<file path="src/include/rpf_map.vh">
// rpf_map.vh: byte offsets, field positions and reset values of the
// recovery and programmed-frequency control bytes.
// assumes an smbus byte-command front end delivers offset, data and strobes.
`ifndef RPF_MAP_VH
`define RPF_MAP_VH

// ==========================================
// command byte offsets
`define RPF_OFS_RECOVERY_N 8'h0b
`define RPF_OFS_RECOVERY_SEL_M 8'h0c
`define RPF_OFS_PROGRAM_N 8'h0d
`define RPF_OFS_PROGRAM_EN_M 8'h0e

// ==========================================
// fields
`define RPF_SEL_BIT 7
`define RPF_M_MSB 6
`define RPF_EN_BIT 7

// ==========================================
// reset values
`define RPF_RST_BYTE 8'h00
`define RPF_RST_M 7'h00
`define RPF_RST_N 8'h00
`define RPF_RST_CODE 5'h00
`define RPF_RST_BIT 1'b0

// ==========================================
// source encodings driven on freq_source
`define RPF_SRC_STRAP 2'h0
`define RPF_SRC_PROGRAM 2'h1
`define RPF_SRC_RECOVERY_STRAP 2'h2
`define RPF_SRC_RECOVERY_NM 2'h3

`endif

</file>
<file path="src/rpf_freq_regs.v">
// rpf_freq_regs.v: recovery and programmed-frequency control bytes and
// the selection of the divider pair that drives the cpu synthesizer.
// assumes an smbus slave front end decodes byte writes/reads into
// wr_en/rd_en with an 8-bit command offset; watchdog lives elsewhere.
`timescale 1ns/100ps
`default_nettype none
`include "rpf_map.vh"

module rpf_freq_regs #(
	parameter CODE_W = 5
) (
	input wire clk,
	input wire rst_n,
	input wire wr_en,
	input wire rd_en,
	input wire [7:0] reg_offset,
	input wire [7:0] wr_data,
	input wire watchdog_timeout,
	input wire watchdog_enable,
	input wire ratio_source_override,
	input wire [CODE_W-1:0] latched_strap_code,
	input wire [CODE_W-1:0] software_ratio_code,
	output reg [7:0] rd_data,
	output reg rd_hit,
	output reg [7:0] cpu_divider_n,
	output reg [6:0] cpu_divider_m,
	output reg [1:0] freq_source,
	output reg freq_load,
	output reg recovery_locked,
	output wire [CODE_W-1:0] ratio_code
);

	// ==========================================
	// stored control bytes
	reg [7:0] recovery_divider_n;
	reg [6:0] recovery_divider_m;
	reg recovery_source_select;
	reg [7:0] programmed_divider_n;
	reg [6:0] programmed_divider_m;
	reg programmed_enable;

	// ==========================================
	// command decode and write strobes
	wire hit_rn = (reg_offset == `RPF_OFS_RECOVERY_N);
	wire hit_rm = (reg_offset == `RPF_OFS_RECOVERY_SEL_M);
	wire hit_pn = (reg_offset == `RPF_OFS_PROGRAM_N);
	wire hit_pm = (reg_offset == `RPF_OFS_PROGRAM_EN_M);
	// frequency-changing writes are dropped while locked
	wire freq_wr_ok = wr_en && !recovery_locked;
	wire rec_n_wr = wr_en && hit_rn;
	wire rec_sel_m_wr = wr_en && hit_rm;
	wire prog_n_wr = freq_wr_ok && hit_pn;
	wire prog_m_wr = freq_wr_ok && hit_pm;
	wire rd_mapped = hit_rn || hit_rm || hit_pn || hit_pm;
	wire lock_entry = watchdog_timeout && !recovery_locked;

	// ==========================================
	// next values of the programmed bytes
	// the divider stage reads these, so a load pulse never leaves with the old M
	reg [7:0] next_programmed_n;
	reg [6:0] next_programmed_m;
	reg next_programmed_enable;

	always @* begin
		next_programmed_n = programmed_divider_n;
		next_programmed_m = programmed_divider_m;
		next_programmed_enable = programmed_enable;
		if (prog_n_wr) begin
			next_programmed_n = wr_data;
		end
		if (prog_m_wr) begin
			next_programmed_enable = wr_data[`RPF_EN_BIT];
			next_programmed_m = wr_data[`RPF_M_MSB:0];
		end
	end

	always @(posedge clk or negedge rst_n) begin
		if (!rst_n) begin
			recovery_divider_n <= `RPF_RST_N;
			recovery_divider_m <= `RPF_RST_M;
			recovery_source_select <= `RPF_RST_BIT;
			programmed_divider_n <= `RPF_RST_N;
			programmed_divider_m <= `RPF_RST_M;
			programmed_enable <= `RPF_RST_BIT;
		end else begin
			// recovery bytes are stored only, even while locked; they count at the next time-out
			if (rec_n_wr) begin
				recovery_divider_n <= wr_data;
			end
			if (rec_sel_m_wr) begin
				recovery_source_select <= wr_data[`RPF_SEL_BIT];
				recovery_divider_m <= wr_data[`RPF_M_MSB:0];
			end
			programmed_divider_n <= next_programmed_n;
			programmed_divider_m <= next_programmed_m;
			programmed_enable <= next_programmed_enable;
		end
	end

	// ==========================================
	// recovery lock: set wins over clear in the same cycle
	// the lock clears only on an edge with the enable low and no time-out
	always @(posedge clk or negedge rst_n) begin
		if (!rst_n) begin
			recovery_locked <= `RPF_RST_BIT;
		end else if (watchdog_timeout) begin
			recovery_locked <= 1'b1;
		end else if (!watchdog_enable) begin
			recovery_locked <= 1'b0;
		end
	end

	// ==========================================
	// divider selection, registered so outputs come from flops
	// while locked the outputs freeze; a recovery byte written meanwhile waits for the next time-out
	// select zero keeps the programmed pair on the pins, freq_source points the synthesizer at the strap table
	reg [7:0] next_n;
	reg [6:0] next_m;
	reg [1:0] next_src;

	always @* begin
		next_n = next_programmed_n;
		next_m = next_programmed_m;
		next_src = `RPF_SRC_STRAP;
		if (recovery_locked) begin
			next_n = cpu_divider_n;
			next_m = cpu_divider_m;
			next_src = freq_source;
		end else if (watchdog_timeout) begin
			if (recovery_source_select) begin
				next_n = recovery_divider_n;
				next_m = recovery_divider_m;
				next_src = `RPF_SRC_RECOVERY_NM;
			end else begin
				next_src = `RPF_SRC_RECOVERY_STRAP;
			end
		end else if (next_programmed_enable) begin
			next_src = `RPF_SRC_PROGRAM;
		end
	end

	// ==========================================
	// divider outputs and load pulse
	always @(posedge clk or negedge rst_n) begin
		if (!rst_n) begin
			cpu_divider_n <= `RPF_RST_N;
			cpu_divider_m <= `RPF_RST_M;
			freq_source <= `RPF_SRC_STRAP;
		end else begin
			cpu_divider_n <= next_n;
			cpu_divider_m <= next_m;
			freq_source <= next_src;
		end
	end

	// load pulse on an accepted M write, or on entering recovery;
	// an M write fires it even with the enable clear; an N write or an unlock moves the outputs without one
	always @(posedge clk or negedge rst_n) begin
		if (!rst_n) begin
			freq_load <= `RPF_RST_BIT;
		end else begin
			freq_load <= prog_m_wr || lock_entry;
		end
	end

	// ==========================================
	// read path; unmapped offsets are not claimed
	always @(posedge clk or negedge rst_n) begin
		if (!rst_n) begin
			rd_data <= `RPF_RST_BYTE;
			rd_hit <= `RPF_RST_BIT;
		end else if (rd_en) begin
			rd_hit <= rd_mapped;
			case (reg_offset)
				`RPF_OFS_RECOVERY_N: begin
					rd_data <= recovery_divider_n;
				end
				`RPF_OFS_RECOVERY_SEL_M: begin
					rd_data <= {recovery_source_select, recovery_divider_m};
				end
				`RPF_OFS_PROGRAM_N: begin
					rd_data <= programmed_divider_n;
				end
				`RPF_OFS_PROGRAM_EN_M: begin
					rd_data <= {programmed_enable, programmed_divider_m};
				end
				default: begin
					rd_data <= `RPF_RST_BYTE;
				end
			endcase
		end else begin
			// rd_data keeps the last byte read until the next read strobe
			rd_hit <= 1'b0;
		end
	end

	// ==========================================
	// output ratio
	rpf_ratio_sel #(
		.CODE_W(CODE_W)
	) u_ratio (
		.clk(clk),
		.rst_n(rst_n),
		.ratio_source_override(ratio_source_override),
		.latched_strap_code(latched_strap_code),
		.software_ratio_code(software_ratio_code),
		.ratio_code(ratio_code)
	);

endmodule
`default_nettype wire

</file>
<file path="src/rpf_ratio_sel.v">
// rpf_ratio_sel.v: registered choice of the output-ratio code.
// assumes strap code already latched and software select stable in clk domain.
`timescale 1ns/100ps
`default_nettype none
`include "rpf_map.vh"

module rpf_ratio_sel #(
	parameter CODE_W = 5
) (
	input wire clk,
	input wire rst_n,
	input wire ratio_source_override,
	input wire [CODE_W-1:0] latched_strap_code,
	input wire [CODE_W-1:0] software_ratio_code,
	output reg [CODE_W-1:0] ratio_code
);

	always @(posedge clk or negedge rst_n) begin
		if (!rst_n) begin
			ratio_code <= `RPF_RST_CODE;
		end else if (ratio_source_override) begin
			ratio_code <= software_ratio_code;
		end else begin
			ratio_code <= latched_strap_code;
		end
	end

endmodule
`default_nettype wire

</file>
<file path="config.mk">
export PLATFORM = sky130hd
export DESIGN_NAME = rpf_freq_regs
export DESIGN_NICKNAME = d
export VERILOG_FILES = /design/src/rpf_freq_regs.v /design/src/rpf_ratio_sel.v
export VERILOG_INCLUDE_DIRS = /design/src /design/src/include
export SDC_FILE = /design/constraint.sdc
export NUM_CORES = 1
export LEC_CHECK = 0
export BUFFER_PORTS_ARGS = -buffer_cell sky130_fd_sc_hd__buf_2
export CAP_MARGIN = 20
export CORE_MARGIN = 2
export CORE_UTILIZATION = 50
export DETAILED_ROUTE_END_ITERATION = 8
export PLACE_DENSITY_LB_ADDON = 0.05
export RECOVER_POWER = 100
export SYNTH_ARGS = -nofsm -noshare
export SYNTH_HDL_FRONTEND = slang
export SYNTH_SLANG_ARGS = --single-unit
export TNS_END_PERCENT = 30
</file>
<file path="constraint.sdc">
create_clock -name clk -period 1.9 [get_ports clk]
set_clock_uncertainty 0.2 [all_clocks]
set_input_delay 0.19 -clock clk [delete_from_list [all_inputs] [get_ports clk]]
set_output_delay 0.19 -clock clk [all_outputs]
set_load 0.01 [all_outputs]
</file>
==> results.md <==
- Vias in the first global route: 2270
- Clk sinks: 65
- Largest net degree at the start of global routing: 26
- Crit share post-route: 95.3%
- Synth unique cells: 33
- Synth Area in Compound Gates: 13.2%
- CTS max path bufs: 2
- Post-Synth Adder-Cell Area: 0%
- Share of cells above drive strength 1: 33.5%
- Final period demand of the worst path: 1.81 ns
- Initial cell density of the core: approximately 52%
- Rows: 27
- Total of max-cap violations: 0
- Largest family of logic cells by synthesized area: multiplexers
- Endpoints failing setup: 0
- Post-synthesis mux area share: 17.3%
- Cells after synthesis: 230
- First-pass GRT wire length: ~11000 µm
- Final WL: between 7000 and 8000 µm
- Layout fillers: around 460
- Port bufs: 65
- Routed vias: 2197
- Pwr per Cell Area: 789 nW/µm²
- Core Region: 5540 µm²
- DR WL/cell: 17.5 µm
- Crit Path Category: flip-flop to flip-flop
- Max-slew violations: 0
- Post-route ant nets: 0
- Simple-gate portion of the synthesized area: 11.5%
- Die Footprint: 6420 µm²
- CP Data Arrival Time: 1.83 ns
- CTS buffer count: 9
- Total number of yosys warnings: 0
- Nets@finish: 366
- Worst slew margin: 56.9%
- Critical Path Fanout Max: 9
- Fmax achieved: about 0.55 GHz
- ANT cells: 0
- Status: finished clean
- Final hold violations: 0
- VDD IR-drop max: 0.000514 V
- Root Buffer: clkbuf_8
- # DRC: 0
- Register area share after synthesis: 56.1%
- RePlAce Congestion: roughly 0.73
- RSZ-0062 raised after global routing: false
- Die Y-Extent: about 80 µm
- I/O Pins: 66
- GRT Util Overall: around a quarter
- CTS tree: yes
- Postcts setup bufs: 0
- Post-Synthesis Net Count: between 200 and 300
- Worst hold path class: primary input to flip-flop
- CP Capture Type: flip-flop
- Die W: 80.1 µm
- Worst-Margin Slew: 0.647 ns
- WHS: ~0.019 ns
- Grt ovf: 0
- Initial antenna violation count: 0
- Worst EP required: 1.92 ns
- Vias per inst: 5.37
- Post-synthesis xor/xnor area fraction: 0%
- Number of synthesized register bits: 65
- Static leakage: 1.75 nW
- Setup_tns: 0 ns
- Synth Area per Inst: 12.6 µm²
- Post-Syn Area: 2900 µm²
- Final HPWL DP: 4730 µm
- Initial DRC count: 82
- Htree depth: 3
- DRT Pass-1 Iters: 4
- Startpoint types: flip-flop
- Area Growth Syn to Fin: 27.9%
- Clock Latency Late Sink: 0.34 ns
- Clock transition at the registers of the reported paths: roughly 0.070 ns
[worst max-delay path: stages, from the launching register on]
cell and delay [ns]:
dfrtp_1 0.46, inv_1 0.19, nand4_4 0.24, mux2_4 0.37
o31a_1 0.23
[kinds of logic (layout without fill, tap and decap cells)]
group,after synthesis,count (layout)
AO/OA/AOI/OAI,52,52
buffers and inverters,13,120
flip-flops,65,65
multiplexers,45,45
AND/OR/NAND/NOR,55,55
[layout by cell type, fill, tap and decap left out, types with 2 or more instances in the layout]
| master | n |
|---|---|
| dfrtp_1 | 65 |
| mux2_1 | 2 |
| clkbuf_8 | 10 |
| nor2_1 | 18 |
| o21ai_0 | 8 |
| nand3b_1 | 2 |
| and2_1 | 7 |
| dlygate4sd3_1 | 22 |
| inv_1 | 3 |
| o22ai_1 | 16 |
| a31oi_1 | 7 |
| mux2i_1 | 8 |
| mux2_2 | 34 |
| nand2_1 | 15 |
| buf_2 | 29 |
| nand3_1 | 3 |
| clkinv_2 | 4 |
| buf_4 | 9 |
| nand4_4 | 2 |
| clkbuf_2 | 3 |
| clkbuf_1 | 39 |
| o21ba_2 | 14 |
[metal layers]
metal  global-route usage [%]  up-vias  routed length [µm]
li1                         -     1047                   -
met1                     31.3     1075                3330
met2                     39.3       67                3410
met3                     6.40        8                 323
met4                     8.98        0                 108
met5                        0        -                   0
[registers in the layout, indices dropped and copies added (netlist names), 5 cells and up]
| signal | flops |
|---|---|
| cpu_divider_m | 7 |
| cpu_divider_n | 8 |
| programmed_divider_m | 7 |
| programmed_divider_n | 8 |
| rd_data | 8 |
| recovery_divider_m | 7 |
| recovery_divider_n | 8 |
| u_ratio.ratio_code | 5 |
[Yosys cell counts, drive strengths merged]
master	n	area share, %
a21bo	1	0.35
mux2i	8	2.8
nand3b	2	0.52
and4bb	1	0.56
nor4	1	0.73
nand2	15	1.9
inv	3	0.39
nor3b	2	0.91
mux2	37	15
o21ai	8	1.4
nor2b	1	0.30
nand4	2	1.5
a2111oi	1	0.30
clkbuf	3	0.39
o22ai	16	3.5
buf	7	1.1
dfrtp	65	56
or3b	1	0.30
a21oi	1	0.17
o31a	1	0.30
nor2	18	2.3
a2bb2oi	1	0.30
nand3	3	0.52
and2	7	1.5
and3	1	0.22
o21ba	15	5.2
a21o	1	0.26
or2	1	0.22
a31oi	7	1.5
[final timing paths]
check / from / slack (ns) / cells past startpoint / end
worst max register to register: recovery_locked / 0.09 / 4 / freq_source[0]
worst min register to register: freq_source[1] / 0.29 / 2 / freq_source[1]
worst max-delay path: recovery_locked / 0.09 / 4 / freq_source[0]
worst min-delay path: reg_offset[7] / 0.02 / 4 / rd_hit
max in group asynchronous: rst_n / 0.34 / 3 / u_ratio.ratio_code[1]
min in group asynchronous: rst_n / 0.17 / 2 / freq_load
[metrics by stage]
stage | setup slack (ns) | instance area (µm²) | util, % | cells | total power (W)
floorplan | 0.202 | 2900 | - | 230 | 0.00175
global placement | 0.0293 | 3420 | 61.7 | 372 | 0.00196
detailed placement | 0.00899 | 3420 | 61.7 | 372 | 0.00196
CTS | 0.0796 | 3800 | 68.6 | 409 | 0.00298
global route | 0.0138 | 3710 | 66.9 | 409 | 0.00306
finish | 0.0891 | 3710 | 66.9 | 409 | 0.00293
[timing repair]
| action | CTS | global route |
|---|---|---|
| endpoints found under the hold margin | 60 | 0 |
| hold buffers | 22 | 0 |
| resized for setup | 0 | 1 |
| endpoints found under the setup margin | 0 | 1 |
[power breakdown]
part	total [W]	leakage [nW]	internal, W	switching [W]
logic	0.000426	0.814	0.000213	0.000213
clock network	0.000975	0.0887	0.000492	0.000483
registers	0.00153	0.848	0.00147	0.0000543
total	0.00293	1.75	0.00218	0.000750
[area by class of cell]
type	count	area, µm²	area share, %
tap	72	90.1	2.43
clock inverter	4	20.0	0.540
clock buffer	11	141	3.81
multi-input combinational	152	1220	32.8
sequential	65	1630	43.9
timing repair buffer	102	602	16.2
inverter	3	11.3	0.304
Note: power is estimated with default switching activity, not from simulation.
